`config.mk`:
```
export PLATFORM = sky130hd
export DESIGN_NAME = irqc_top
export DESIGN_NICKNAME = d
export VERILOG_FILES = /design/src/hdl/irqc_pkg.sv /design/src/hdl/irqc_top.sv
export SDC_FILE = /design/constraint.sdc
export NUM_CORES = 1
export LEC_CHECK = 0
export ABC_CLOCK_PERIOD_IN_PS = 1370
export BUFFER_PORTS_ARGS = -buffer_cell sky130_fd_sc_hd__buf_2
export CAP_MARGIN = 30
export CORE_UTILIZATION = 32
export DETAILED_ROUTE_END_ITERATION = 8
export PLACE_DENSITY = 0.6
export REMOVE_ABC_BUFFERS = 1
export SLEW_MARGIN = 10
export SYNTH_ARGS = -nofsm -noshare
export SYNTH_HDL_FRONTEND = slang
export SYNTH_SLANG_ARGS = --single-unit
export TNS_END_PERCENT = 20
```
`constraint.sdc`:
```
create_clock -name ref_clk -period 1.37 [get_ports ref_clk]
set_clock_uncertainty 0.2 [all_clocks]
set_input_delay 0.2055 -clock ref_clk [delete_from_list [all_inputs] [get_ports ref_clk]]
set_output_delay 0.2055 -clock ref_clk [all_outputs]
set_load 0.005 [all_outputs]
```
`src/hdl/irqc_pkg.sv`:
```
package irqc_pkg;

  // ===========================================================================
  // register map
  localparam logic [3:0] ADDR_EDGE   = 4'h0;
  localparam logic [3:0] ADDR_CTRL0  = 4'h1;
  localparam logic [3:0] ADDR_CTRL1  = 4'h2;
  localparam logic [3:0] ADDR_CTRL2  = 4'h3;
  localparam logic [3:0] ADDR_GRP0   = 4'h4;
  localparam logic [3:0] ADDR_GRP1   = 4'h5;
  localparam logic [3:0] ADDR_GRP2   = 4'h6;
  localparam logic [3:0] ADDR_STAT   = 4'h7;
  localparam logic [3:0] ADDR_MASK   = 4'h8;

  // ===========================================================================
  // bit positions
  localparam int C0_GIE  = 0;
  localparam int C0_PINE = 1;
  localparam int C0_CPE  = 2;
  localparam int C0_G0E  = 3;
  localparam int C0_PINF = 4;
  localparam int C0_CPF  = 5;
  localparam int C0_G0F  = 6;
  localparam int C1_G2E  = 1;
  localparam int C1_ADE  = 2;
  localparam int C1_T0E  = 3;
  localparam int C1_G2F  = 5;
  localparam int C1_ADF  = 6;
  localparam int C1_T0F  = 7;
  localparam int C2_T1E  = 0;
  localparam int C2_T1F  = 4;

  // ===========================================================================
  // writable masks and reset values
  localparam logic [7:0] C0_MASK    = 8'h7F;
  localparam logic [7:0] C1_MASK    = 8'hEE;
  localparam logic [7:0] C1_MASK_NA = 8'hAA;
  localparam logic [7:0] C2_MASK    = 8'h11;
  localparam logic [7:0] G2_MASK    = 8'h33;
  localparam logic [1:0] EDGE_RST   = 2'h3;
  localparam logic [7:0] GRP1_RST   = 8'h00;
  localparam int         NSRC       = 7;

  typedef enum logic [1:0] {
    EDGE_OFF  = 2'b00,
    EDGE_RISE = 2'b01,
    EDGE_FALL = 2'b10,
    EDGE_BOTH = 2'b11
  } irqc_edge_e;

  typedef struct packed {
    logic       wr;
    logic       rd;
    logic [3:0] addr;
    logic [7:0] wdata;
  } irqc_bus_s;

  typedef struct packed {
    logic [1:0]      edge_sel;
    logic [7:0]      ctrl0;
    logic [7:0]      ctrl1;
    logic [7:0]      ctrl2;
    logic [7:0]      grp0;
    logic [7:0]      grp1;
    logic [7:0]      grp2;
    logic [NSRC-1:0] stat;
    logic [NSRC-1:0] mask;
    logic            pin_prev;
    logic [7:0]      rdata;
    logic            irq;
    logic            take;
  } irqc_state_s;

endpackage : irqc_pkg

```
`src/hdl/irqc_top.sv`:
```
`timescale 1ns/1ps
module irqc_top #(
  parameter bit HAS_ADC = 1'b1
) (
  // clock and reset
  input  wire logic              ref_clk,
  input  wire logic              rst_n,
  // register port
  input  wire irqc_pkg::irqc_bus_s bus,
  output logic [7:0]             rdata,
  // request sources
  input  wire logic              ext_pin,
  input  wire logic              comparator_evt,
  input  wire logic              timebase0_evt,
  input  wire logic              timebase1_evt,
  input  wire logic              converter_evt,
  input  wire logic              group0_evt,
  input  wire logic              group2_evt,
  // interrupt outputs
  output logic                   irq,
  output logic                   irq_take
);

  irqc_pkg::irqc_state_s st_ff;
  irqc_pkg::irqc_state_s nxt_st;

  // ===========================================================================
  // edge detect
  function automatic logic edge_hit(input logic [1:0] sel, input logic cur, input logic prev);
    case (sel)
      irqc_pkg::EDGE_OFF:  edge_hit = 1'b0;
      irqc_pkg::EDGE_RISE: edge_hit = cur & ~prev;
      irqc_pkg::EDGE_FALL: edge_hit = ~cur & prev;
      irqc_pkg::EDGE_BOTH: edge_hit = cur ^ prev;
      default:             edge_hit = 1'b0;
    endcase
  endfunction : edge_hit

  logic [7:0]           c1_mask;
  logic                 pin_evt;
  logic [irqc_pkg::NSRC-1:0] evt;
  logic [irqc_pkg::NSRC-1:0] pend;

  assign c1_mask = HAS_ADC ? irqc_pkg::C1_MASK : irqc_pkg::C1_MASK_NA;
  assign pin_evt = edge_hit(st_ff.edge_sel, ext_pin, st_ff.pin_prev);
  assign evt = {group2_evt, converter_evt & HAS_ADC, timebase1_evt, timebase0_evt,
                group0_evt, comparator_evt, pin_evt};

  // source-enabled pending requests
  always_comb begin
    pend[0] = st_ff.ctrl0[irqc_pkg::C0_PINF] & st_ff.ctrl0[irqc_pkg::C0_PINE];
    pend[1] = st_ff.ctrl0[irqc_pkg::C0_CPF] & st_ff.ctrl0[irqc_pkg::C0_CPE];
    pend[2] = st_ff.ctrl0[irqc_pkg::C0_G0F] & st_ff.ctrl0[irqc_pkg::C0_G0E];
    pend[3] = st_ff.ctrl1[irqc_pkg::C1_T0F] & st_ff.ctrl1[irqc_pkg::C1_T0E];
    pend[4] = st_ff.ctrl2[irqc_pkg::C2_T1F] & st_ff.ctrl2[irqc_pkg::C2_T1E];
    pend[5] = st_ff.ctrl1[irqc_pkg::C1_ADF] & st_ff.ctrl1[irqc_pkg::C1_ADE];
    pend[6] = st_ff.ctrl1[irqc_pkg::C1_G2F] & st_ff.ctrl1[irqc_pkg::C1_G2E];
  end

  // ===========================================================================
  // next state
  always_comb begin
    nxt_st = st_ff;
    nxt_st.pin_prev = ext_pin;
    if (bus.wr) begin
      case (bus.addr)
        irqc_pkg::ADDR_EDGE:  nxt_st.edge_sel = bus.wdata[1:0];
        irqc_pkg::ADDR_CTRL0: nxt_st.ctrl0 = bus.wdata & irqc_pkg::C0_MASK;
        irqc_pkg::ADDR_CTRL1: nxt_st.ctrl1 = bus.wdata & c1_mask;
        irqc_pkg::ADDR_CTRL2: nxt_st.ctrl2 = bus.wdata & irqc_pkg::C2_MASK;
        irqc_pkg::ADDR_GRP0:  nxt_st.grp0 = bus.wdata;
        irqc_pkg::ADDR_GRP1:  nxt_st.grp1 = bus.wdata;
        irqc_pkg::ADDR_GRP2:  nxt_st.grp2 = bus.wdata & irqc_pkg::G2_MASK;
        irqc_pkg::ADDR_MASK:  nxt_st.mask = bus.wdata[irqc_pkg::NSRC-1:0];
        default: ;
      endcase
    end
    if (bus.rd && bus.addr == irqc_pkg::ADDR_STAT) begin
      nxt_st.stat = '0;
    end
    // hardware set wins over software write or clear
    if (evt[0]) nxt_st.ctrl0[irqc_pkg::C0_PINF] = 1'b1;
    if (evt[1]) nxt_st.ctrl0[irqc_pkg::C0_CPF] = 1'b1;
    if (evt[2]) nxt_st.ctrl0[irqc_pkg::C0_G0F] = 1'b1;
    if (evt[3]) nxt_st.ctrl1[irqc_pkg::C1_T0F] = 1'b1;
    if (evt[4]) nxt_st.ctrl2[irqc_pkg::C2_T1F] = 1'b1;
    if (evt[5]) nxt_st.ctrl1[irqc_pkg::C1_ADF] = 1'b1;
    if (evt[6]) nxt_st.ctrl1[irqc_pkg::C1_G2F] = 1'b1;
    nxt_st.stat = nxt_st.stat | evt;
    nxt_st.take = st_ff.ctrl0[irqc_pkg::C0_GIE] & (|pend);
    nxt_st.irq = |(nxt_st.stat & st_ff.mask);
    nxt_st.rdata = 8'h00;
    if (bus.rd) begin
      case (bus.addr)
        irqc_pkg::ADDR_EDGE:  nxt_st.rdata = {6'h00, st_ff.edge_sel};
        irqc_pkg::ADDR_CTRL0: nxt_st.rdata = st_ff.ctrl0;
        irqc_pkg::ADDR_CTRL1: nxt_st.rdata = st_ff.ctrl1 & c1_mask;
        irqc_pkg::ADDR_CTRL2: nxt_st.rdata = st_ff.ctrl2;
        irqc_pkg::ADDR_GRP0:  nxt_st.rdata = st_ff.grp0;
        irqc_pkg::ADDR_GRP1:  nxt_st.rdata = st_ff.grp1;
        irqc_pkg::ADDR_GRP2:  nxt_st.rdata = st_ff.grp2;
        irqc_pkg::ADDR_STAT:  nxt_st.rdata = {1'b0, st_ff.stat};
        irqc_pkg::ADDR_MASK:  nxt_st.rdata = {1'b0, st_ff.mask};
        default:              nxt_st.rdata = 8'h00;
      endcase
    end
  end

  // ===========================================================================
  // state register
  always_ff @(posedge ref_clk or negedge rst_n) begin
    if (!rst_n) begin
      st_ff          <= '0;
      st_ff.edge_sel <= irqc_pkg::EDGE_RST;
      st_ff.grp1     <= irqc_pkg::GRP1_RST;
    end else begin
      st_ff <= nxt_st;
    end
  end

  assign rdata    = st_ff.rdata;
  assign irq      = st_ff.irq;
  assign irq_take = st_ff.take;

  // ===========================================================================
  // checks
  a_rise_only_sets: assert property (@(posedge ref_clk) disable iff (!rst_n)
    (st_ff.edge_sel == 2'b01 && ext_pin && !st_ff.pin_prev)
      |=> st_ff.ctrl0[irqc_pkg::C0_PINF]) else $error("rising edge missed");
  a_off_no_flag: assert property (@(posedge ref_clk) disable iff (!rst_n)
    (st_ff.edge_sel == 2'b00 && !(bus.wr && bus.addr == irqc_pkg::ADDR_CTRL0)
     && !st_ff.ctrl0[irqc_pkg::C0_PINF]) |=> !st_ff.ctrl0[irqc_pkg::C0_PINF])
    else $error("pin flag set while disabled");
  a_fall_sets: assert property (@(posedge ref_clk) disable iff (!rst_n)
    (st_ff.edge_sel[1] && !ext_pin && st_ff.pin_prev)
      |=> st_ff.ctrl0[irqc_pkg::C0_PINF]) else $error("falling edge missed");
  a_edge_upper_zero: assert property (@(posedge ref_clk) disable iff (!rst_n)
    (bus.rd && bus.addr == irqc_pkg::ADDR_EDGE) |=> rdata[7:2] == 6'h00)
    else $error("edge register upper bits nonzero");
  a_gie_blocks: assert property (@(posedge ref_clk) disable iff (!rst_n)
    !st_ff.ctrl0[irqc_pkg::C0_GIE] |=> !irq_take) else $error("take without global enable");
  a_pin_take: assert property (@(posedge ref_clk) disable iff (!rst_n)
    (st_ff.ctrl0[irqc_pkg::C0_GIE] && pend[0]) |=> irq_take) else $error("pin take missed");
  a_grp0_flag: assert property (@(posedge ref_clk) disable iff (!rst_n)
    group0_evt |=> st_ff.ctrl0[irqc_pkg::C0_G0F]) else $error("group0 flag missed");
  a_tb0_flag: assert property (@(posedge ref_clk) disable iff (!rst_n)
    timebase0_evt |=> st_ff.ctrl1[irqc_pkg::C1_T0F]) else $error("timebase0 flag missed");
  a_grp2_flag: assert property (@(posedge ref_clk) disable iff (!rst_n)
    group2_evt |=> st_ff.ctrl1[irqc_pkg::C1_G2F]) else $error("group2 flag missed");
  a_c1_reserved: assert property (@(posedge ref_clk) disable iff (!rst_n)
    (bus.rd && bus.addr == irqc_pkg::ADDR_CTRL1) |=> (rdata[4] == 1'b0 && rdata[0] == 1'b0))
    else $error("reserved control bits nonzero");
  a_flag_no_enable: assert property (@(posedge ref_clk) disable iff (!rst_n)
    (comparator_evt && !st_ff.ctrl0[irqc_pkg::C0_CPE]) |=> st_ff.ctrl0[irqc_pkg::C0_CPF])
    else $error("flag gated by enable");
  a_irq_level: assert property (@(posedge ref_clk) disable iff (!rst_n)
    (|(st_ff.stat & st_ff.mask)) |-> ##[0:1] irq) else $error("interrupt output missing");

  a_conv_flag: assert property (@(posedge ref_clk) disable iff (!rst_n)
    (converter_evt && HAS_ADC) |=> st_ff.ctrl1[irqc_pkg::C1_ADF])
    else $error("converter flag missed");
  a_grp2_take: assert property (@(posedge ref_clk) disable iff (!rst_n)
    (st_ff.ctrl0[irqc_pkg::C0_GIE] && st_ff.ctrl1[irqc_pkg::C1_G2F]
     && st_ff.ctrl1[irqc_pkg::C1_G2E]) |=> irq_take)
    else $error("group2 take missed");
  a_stat_clear: assert property (@(posedge ref_clk) disable iff (!rst_n)
    (bus.rd && bus.addr == irqc_pkg::ADDR_STAT && !(|evt)) |=> st_ff.stat == '0)
    else $error("status not cleared by read");
  a_rdata_idle: assert property (@(posedge ref_clk) disable iff (!rst_n)
    !bus.rd |=> rdata == 8'h00)
    else $error("read data outside read cycle");

  c_pin_take: cover property (@(posedge ref_clk) disable iff (!rst_n) pin_evt ##[1:3] irq_take);
  c_conv_flag: cover property (@(posedge ref_clk) disable iff (!rst_n)
    converter_evt ##1 st_ff.ctrl1[irqc_pkg::C1_ADF]);
  c_stat_clear: cover property (@(posedge ref_clk) disable iff (!rst_n)
    irq ##1 (bus.rd && bus.addr == irqc_pkg::ADDR_STAT));
  c_both_edges: cover property (@(posedge ref_clk) disable iff (!rst_n)
    (st_ff.edge_sel == 2'b11 && pin_evt) ##[1:10] pin_evt);

endmodule : irqc_top

```
* After elaboration in Yosys (flattened, before gate mapping) *
Index checks and enable logic that the tools add are counted.

operators by class
  equal/unequal tests = 11
  bitwise operators = 15
  muxes and demuxes = 18
  reduce and logical (&&, ||, !) cells = 34

operators by type and width
  cell                  number
  $pmux W8 S9           1
  $mux W47              1
  $mux W8               4
  $reduce_and A2 Y1     15
  $reduce_bool A2 Y1    14
  $eq A4 B3 Y1 const B  4
  $mux W7               2
  $reduce_or A7 Y1      2
  $and A1 B1 Y1         10
  $eq A4 B2 Y1 const B  2
  $and A7 B7 Y7         1
  $mux W1               7
  $or A7 B7 Y7          1
  $mux W6               1
  $mux W5               1
  $eq A2 B2 Y1 const B  2
  $eq A4 B1 Y1 const B  1
  $eq A4 B4 Y1 const B  1
  $logic_not A4 Y1      1
  $pmux W1 S4           1
  $eq A2 B1 Y1 const B  1
  $logic_not A2 Y1      1
  $not A1 Y1            2
  $logic_and A1 B1 Y1   1
  $xor A1 B1 Y1         1

storage, ports and cells
  word-level logic and storage cells = 98
  output and inout bits = 10
  register bits after elaboration = 62
  input bits = 23

* Depth between registers and ports, before layout *
Gate-level depths: netlist of the first run.

  word-level depth = 6
  gate-level depth with buffers = 6
  mapped depth without buffers = 6

* Worst setup path after synthesis of the first run *
Ideal clock, no wire load.

  kind = input to register
  start = input bus[8] in the netlist's numbering
  end = register st_ff[33] in the netlist's numbering
  library setup time = 0.125 ns
  data arrival time = 1.252 ns
  path buffers = 3
  path slack = -0.207 ns
  cell stages on the path = 6
  required time = 1.045 ns
  cell sequence = buf_4 -> nor2b_1 -> buf_6 -> and3_1 -> buf_4 -> mux2_2

between the ends
  cells in the longest elaborated chain, start to end = 2

RTL lines
  what                         line             source
  from (decl)                  irqc_top.sv:9    input wire irqc_pkg::irqc_bus_s bus,
  $eq A4 B3 Y1                 irqc_top.sv:66   case (bus.addr)
  $reduce_and A2 Y1 (no line)  -
  to (signal assigned)         irqc_top.sv:117  st_ff <= nxt_st;
  to (decl)                    irqc_top.sv:24   irqc_pkg::irqc_state_s st_ff;

Every way passes these cells.
A chain may end at the register's enable or synchronous reset.

==> results of run 1 <==
[cell usage in the layout (no fill, tap or decap), types with 3 or more instances in the layout]
cell,Yosys,layout
a32oi_1,6,6
clkbuf_8,0,10
dlygate4sd3_1,0,12
nor2_1,6,6
o21ai_1,0,3
clkinv_2,0,5
buf_4,13,48
buf_2,5,32
and3_1,6,4
nand3_1,14,14
mux2i_1,5,4
a31oi_1,7,6
a22oi_1,6,5
buf_6,2,3
mux2_2,43,43
inv_1,11,11
o21ai_0,8,5
nand3b_1,4,4
a41oi_1,4,4
dfrtp_1,60,60
buf_12,0,3
nand2_1,27,27
[final cells by class]
class | instances | area [sq um] | share of cell area [%]
clock buffer | 11 | 141 | 3.49
sequential | 62 | 1550 | 38.3
clock inverter | 5 | 25.0 | 0.617
inverter | 11 | 41.3 | 1.02
multi-input combinational | 175 | 1400 | 34.5
tap | 129 | 161 | 3.98
timing repair buffer | 98 | 734 | 18.1
[final timing paths]
kind | slack [ps] | start | endpoint
min in group asynchronous | 180 | rst_n | st_ff[10]
max in group asynchronous | 470 | rst_n | st_ff[73]
min reg2reg | 310 | st_ff[34] | st_ff[34]
min | 30 | bus[0] | st_ff[33]
max | -220 | bus[8] | irq
max reg2reg | -180 | st_ff[10] | irq
[critical path: cells and delay by family]
family / cells / cell delay [ps]
AOI/OAI and AO/OA: 2 / 650
and+or+nand+nor: 2 / 610
buffers and inverters: 1 / 110
[cell families after synthesis]
| kind of cell | synth area share, % |
|---|---|
| AO/OA/AOI/OAI | 11.2 |
| adder cells (fa/ha/maj) | 0.812 |
| buffers and inverters | 6.29 |
| flip-flops | 50.4 |
| multiplexers | 18.1 |
| AND/OR/NAND/NOR | 13.3 |
[where the power goes]
part           total [mW]  switching, mW  internal (mW)
sequential           2.34          0.201           2.14
combinational        1.06          0.469          0.589
clock                1.43          0.737          0.690
[state kept, by name, indices dropped and copies added (netlist names)]
signal    count
irq           1
irq_take      1
rdata         8
st_ff        52
[layer usage]
metal | wire, um | vias to the layer above | track usage (%)
met1 | 4010 | 1215 | 26.1
met5 | 0 | - | 0
li1 | - | 1152 | -
met3 | 572 | 13 | 4.94
met4 | 167 | 0 | 6.13
met2 | 4080 | 99 | 28.7
[what timing repair did]
item | in CTS | in global routing
gates resized for setup | 15 | 9
endpoints found under the hold margin | 89 | 0
pin swaps | 7 | 1
endpoints found under the setup margin | 27 | 38
hold buffers | 12 | 0
[stage by stage]
stage / instances / hold slack, ps / power [mW] / util [%] / area (sq um)
after floorplan: 248 / -290 / 2.83 / - / 2930
after global placement: 464 / 41.4 / 3.33 / 39.7 / 3690
after detailed placement: 464 / 47.4 / 3.35 / 39.7 / 3690
after CTS: 491 / 20.7 / 4.82 / 43.3 / 4020
after global routing: 491 / 26.6 / 5.07 / 43.7 / 4060
final: 491 / 32.6 / 4.82 / 43.7 / 4060
==> metrics.txt, run 1 <==
# rows 35; minimum clock period 1590 ps; Slew @ Worst Pin around 430 ps; die height 100 um; top post-synthesis cells by area dfrtp_1 49%, mux2_2 16%, nand2_1 3.3%; I/O pins 33; Post-synth EDFFs 0; DRC errors left 0; nets@finish 382; Tightest Hold Check Type primary input to register; final wirelength 8820 um; layout cells sized above 1 45.9%; vias in the first global route 2542; peak supply drop around 370 uV; total grt overflow 0; Layout area overhead 31.5%; Post-synth top cells 60 x dfrtp_1, 43 x mux2_2, 27 x nand2_1; post-CTS setup repair buffer count 0; TritonRoute pass-1 iters 4; max-slew violation count 0; maximum clock rate 0.630 GHz; slowest CP cell o21ai_0; TritonCTS Sinks 62; syn avg cell area ~11 sq um; RePlAce Congestion between 0.8 and 0.9; clk buf depth 2; initial antenna violation count 0; Num CTS Buffers 9; core area slightly above 9000 sq um; Routed WL per cell 18.0 um; TritonCTS clock tree yes; Critical Path End Type register; Yosys warning count 0; Slew headroom 70.8%; GRT Util Overall between 10% and 20%; period utilisation layout 116%; CP arrival about 1600 ps; chip width 100 um; cells along the critical path buf_2, and2_1, nand3_1, o21ai_0, o2111ai_1; status finished with violations; Mapped Cells 270; CP max FO 6; PnR worst setup slack -217 ps; most numerous cell in the Yosys netlist dfrtp_1; fraction of registers with async set or reset after synthesis 100%; critical path's largest stage delay 460 ps; largest net degree at the start of global routing 63; ys flop type dfrtp_1; failing checks setup timing; Initial DRC Count 178; CP startpoint kind primary input; Routed Antenna Nets 0; # Max-Cap Violations 0; synthesized area 3080 sq um; DP HPWL 6240 um; vias per cell 5.05; clock-pin slew on the worst setup and hold paths 60 ps; worst skew pair latency 340 ps; post-synth top area share 48.7%; Hold Crit Depth 2; kind of critical path primary input to register; CTS Root Cell clkbuf_8; first-pass GRT wire length 13900 um; H-tree Lvls 3; Layout fillers 920; die area 10000 sq um; Synth Register Bits 62; Cell Pwr Density 1190 nW/um^2; RSZ-0062 raised after global routing yes; IO Port Bufs 32; Vias roughly 2500; Inserted Diodes 0; Synth cell types 44; Initial Utilization about a third; Setup violations, final 11; WP data required approximately 1400 ps; R2R depth 4; Lkg Pwr 1.85 nW; final hold violations 0; sequential area share after synthesis 50.4%; Post-Place Worst Slack -520 ps; Total Neg Setup Slack -553 ps; cell type with the largest total area after synthesis dfrtp_1
(Power assumes the default switching activity.)
==> inputs of run 2 (changes only) <==
==> constraint.sdc (replaced) <==
create_clock -name ref_clk -period 1.37 [get_ports ref_clk]
set_clock_uncertainty 0.2 [all_clocks]
set_input_delay 0.0685 -clock ref_clk [delete_from_list [all_inputs] [get_ports ref_clk]]
set_output_delay 0.0685 -clock ref_clk [all_outputs]
set_load 0.005 [all_outputs]
==> metrics.txt, run 2 (same netlist as run 1, synthesis figures left out) <==
status finished with violations; failing checks setup timing; IO Port Bufs 32; final wirelength 8810 um; Placed Area between 3000 and 4000 sq um; RePlAce Congestion 0.902; Tightest Hold Check Type primary input to register; worst reg2reg path startpoint st_ff[22]; post-placement cell count 461; Cell Pwr Density 1220 nW/um^2; WHS 26.9 ps; # rows 35; Final Instance Area 4080 sq um; H-tree Lvls 3; clock-pin slew on the worst setup and hold paths 70 ps; initial antenna violation count 0; Hold Startpoint bus[11]; Hold Path Sink rdata[1]; Initial DRC Count 146; Inserted Diodes 0; Finished Layout Cells slightly below 500; R2R depth 4; TritonRoute pass-1 iters 4; Setup violations, final 4; Lkg Pwr around 1.8 nW; capture point of the worst reg-to-reg path irq; Layout fillers approximately 900; worst skew pair latency 350 ps; # Max-Cap Violations 0; CTS Root Cell clkbuf_8; RSZ-0062 raised after global routing yes; final hold violations 0; minimum clock period 1490 ps; Vias 2501; Hold Crit Depth 4; Slew headroom 77.2%; vias per cell 5.05; largest net degree at the start of global routing 63; nets@finish 386; register area between 1500 and 2000 sq um; Num CTS Buffers 9; total grt overflow 0; first-pass GRT wire length approximately 14000 um; Routed Antenna Nets 0; post-CTS setup repair buffer count 0; Routed WL per cell 17.8 um; Slew @ Worst Pin between 300 and 400 ps; kind of critical path register to register; WP data required 1380 ps; CP max FO 2; maximum clock rate 0.672 GHz; vias in the first global route 2634; CP arrival 1490 ps; DP HPWL 6370 um; Worst R2R Setup Slack -120 ps; TritonCTS clock tree yes; Critical Path End Type register; die height 100 um; clk buf depth 2; die area 10000 sq um; max reg flops 52; TritonCTS Sinks 62; DRC errors left 0; Initial Utilization roughly a third; period utilisation layout 109%; chip width 100 um; max-slew violation count 0; PnR worst setup slack -117 ps; core area between 9000 and 10000 sq um; Largest Register st_ff; GRT Util Overall a little under a fifth; most frequent cells in the layout 60 x dfrtp_1, 48 x buf_4, 43 x mux2_2; Multi-input gate area 1360 sq um; commonest non-fill, non-tap cell in the layout dfrtp_1; Layout area overhead 32.2%; I/O pins 33; CP startpoint kind register; Total Neg Setup Slack -215 ps; peak supply drop 425 uV; layout cells sized above 1 43.4%
run 2: cell types whose count changed in the layout (fill, tap and decap cells not counted), sizes merged:
cell,delta
dlygate4sd3,+6
bufinv,+1
clkbuf,-2
clkinv,-1
buf,-2
clkinvlp,+2
run 2: worst max-delay path by stage:
stage | startpoint | endpoint | slack (ps)
after floorplan | bus[11] | st_ff[62] | -320
final | st_ff[22] | irq | -120
after global placement | bus[9] | st_ff[29] | -300
after CTS | st_ff[10] | irq | -160
after global routing | st_ff[10] | irq | -180
after detailed placement | bus[9] | st_ff[25] | -330
run 2: stage by stage:
step                      setup slack [ps]  util [%]  power (mW)
after floorplan                       -320         -        2.83
after global placement                -297      39.6        3.31
after detailed placement              -326      39.6        3.34
after CTS                             -158      43.7        4.95
after global routing                  -183      43.9        5.20
final                                 -117      43.9        4.96
run 2: critical path, cell delays in order (launching register included):
cell and delay, ps:
dfrtp_1 410, o21ai_2 150, a41oi_1 70, nor4_1 370, o2111ai_1 160
run 2: what timing repair did:
action                                 in CTS  in global routing
resized for setup                           2                  9
pin swaps                                   4                  2
endpoints found under the hold margin     117                  0
setup endpoints to repair                   6                 11
hold buffers                               18                  0
run 2: cell type report:
class                      count  share of cell area [%]
multi-input combinational    175                    33.3
clock buffer                   9                    3.04
clock inverter                 7                    1.60
timing repair buffer         102                    18.9
sequential                    62                    38.1
inverter                      11                    1.01
tap                          129                    3.96
run 2: report_power, final:
group | switching [mW] | leakage, nW | internal [mW]
Sequential | 0.198 | 0.719 | 2.14
Combinational | 0.449 | 1.03 | 0.587
Clock | 0.758 | 0.0948 | 0.826
run 2: routing by layer:
metal	global-route usage, %	wire length (um)	share of wire, %
met4	9.25	298	3.4
met2	29.4	4080	46
met1	24.7	4000	45
met3	4.39	435	4.9
met5	0	0	0
==> inputs of run 3 (changes only) <==
CORE_UTILIZATION = 45   (was 32)
PLACE_DENSITY = 0.76   (was 0.6)
==> metrics.txt, run 3 (same netlist as run 1, synthesis figures left out) <==
GRT Util Overall about a quarter; Routed WL per cell 18.9 um; clock-pin slew on the worst setup and hold paths 70 ps; CP arrival 1540 ps; Largest Register st_ff; first-pass GRT wire length 13100 um; nets@finish between 300 and 400; WHS 44.5 ps; post-placement cell count 401; DP HPWL about 6000 um; Routed Antenna Nets 0; sequential share of power 49.9%; status finished with violations; Inserted Diodes 0; # Max-Cap Violations 0; H-tree Lvls 3; Cell Pwr Density ~1200 nW/um^2; crit path from st_ff[10]; most frequent cells in the layout 60 x dfrtp_1, 43 x mux2_2, 42 x buf_4; total grt overflow 0; largest net degree at the start of global routing 63; Slew headroom roughly 78%; failing checks DRC, setup timing; die area 7190 sq um; CP startpoint kind register; maximum clock rate around 0.65 GHz; TritonCTS clock tree yes; Setup violations, final 4; Final Instance Area 3930 sq um; worst reg2reg path startpoint st_ff[10]; Tightest Hold Check Type primary input to register; RSZ-0062 raised after global routing yes; CTS Root Cell clkbuf_8; layout cells sized above 1 42.7%; commonest non-fill, non-tap cell in the layout dfrtp_1; minimum clock period approximately 1500 ps; Initial DRC Count 229; Tot Pwr about 4.7 mW; Lkg Pwr 1.79 nW; clk buf depth 2; post-layout util 60.4%; Vias 2492; final wirelength 8200 um; core area 6490 sq um; peak supply drop 572 uV; vias per cell 5.76; # rows 29; switching part of the total 28.5%; worst skew pair latency 350 ps; RePlAce Congestion 0.941; period utilisation layout 112%; Initial Utilization 47.5%; Layout area overhead 27.3%; max-slew violation count 0; Num CTS Buffers 9; Int Power 3.40 mW; DRC errors left 2; kind of critical path register to register; vias in the first global route ~2500; WP data required about 1400 ps; IO Port Bufs 32; clock share of power around 29%; TritonCTS Sinks 62; Total Neg Setup Slack -429 ps; TritonRoute pass-1 iters 7; max reg flops 52; Critical Path End Type register; chip width 84.8 um; PnR worst setup slack -166 ps; die height 84.8 um; CP max FO 2; NetSw roughly 1.4 mW; initial antenna violation count 0; Placed Area roughly 3500 sq um; Slew @ Worst Pin 337 ps; Combinational Power Share 20.8%; Hold Startpoint bus[11]; final hold violations 0; Finished Layout Cells 433; Post-Place Worst Slack -313 ps; I/O pins 33
-- run 3: cell types whose count changed in the layout (fill, tap and decap cells not counted), sizes merged --
cell	previous run	this run
buf	84	76
clkbuf	9	12
dlygate4sd3	18	16
bufinv	1	0
clkinv	4	3
clkinvlp	2	1
-- run 3: what timing repair did --
| item | in CTS | in global routing |
|---|---|---|
| resized for setup | 9 | 3 |
| pin swaps | 7 | 5 |
| setup endpoints to repair | 5 | 7 |
| setup buffers | 0 | 0 |
| hold buffers | 16 | 0 |
| hold endpoints to repair | 114 | 0 |
-- run 3: layer usage --
layer	wire, um	global-route usage, %	vias to the layer above
li1	-	-	1131
met1	3560	32.2	1243
met2	4050	41.3	105
met3	483	6.39	13
met4	97	7.70	0
met5	0	0	-
-- run 3: worst max-delay path, stage by stage (launching register included) --
cell     delay [ps]
dfrtp_1         420
ha_4            290
mux2i_4          70
a21oi_1         280
nand3_1         140
-- run 3: final timing paths --
path / end / slack, ps / depth (start not counted)
max in group asynchronous: st_ff[74] / 620 / 3
min reg2reg: st_ff[29] / 310 / 1
max reg2reg: st_ff[69] / -170 / 4
min: rdata[6] / 40 / 4
min in group asynchronous: st_ff[10] / 60 / 3
max: st_ff[69] / -170 / 4
-- run 3: power groups by stage --
stage | Sequential [mW] | Combinational (mW) | Clock (mW)
6_report | 2.37 | 0.989 | 1.39
5_1_grt | 2.40 | 1.08 | 1.49
4_1_cts | 2.36 | 0.970 | 1.41
3_5_place_dp | 2.38 | 0.913 | 0
3_3_place_gp | 2.37 | 0.881 | 0
2_1_floorplan | 2.31 | 0.526 | 0
-- run 3: layout make-up --
| type | instances | area [sq um] |
|---|---|---|
| Inverter | 11 | 41.3 |
| Sequential cell | 62 | 1550 |
| Fill cell | 541 | 2570 |
| Timing Repair Buffer | 92 | 676 |
| Tap cell | 77 | 96.3 |
| Multi-Input combinational cell | 175 | 1390 |
| Clock inverter | 4 | 22.5 |
| Clock buffer | 12 | 145 |
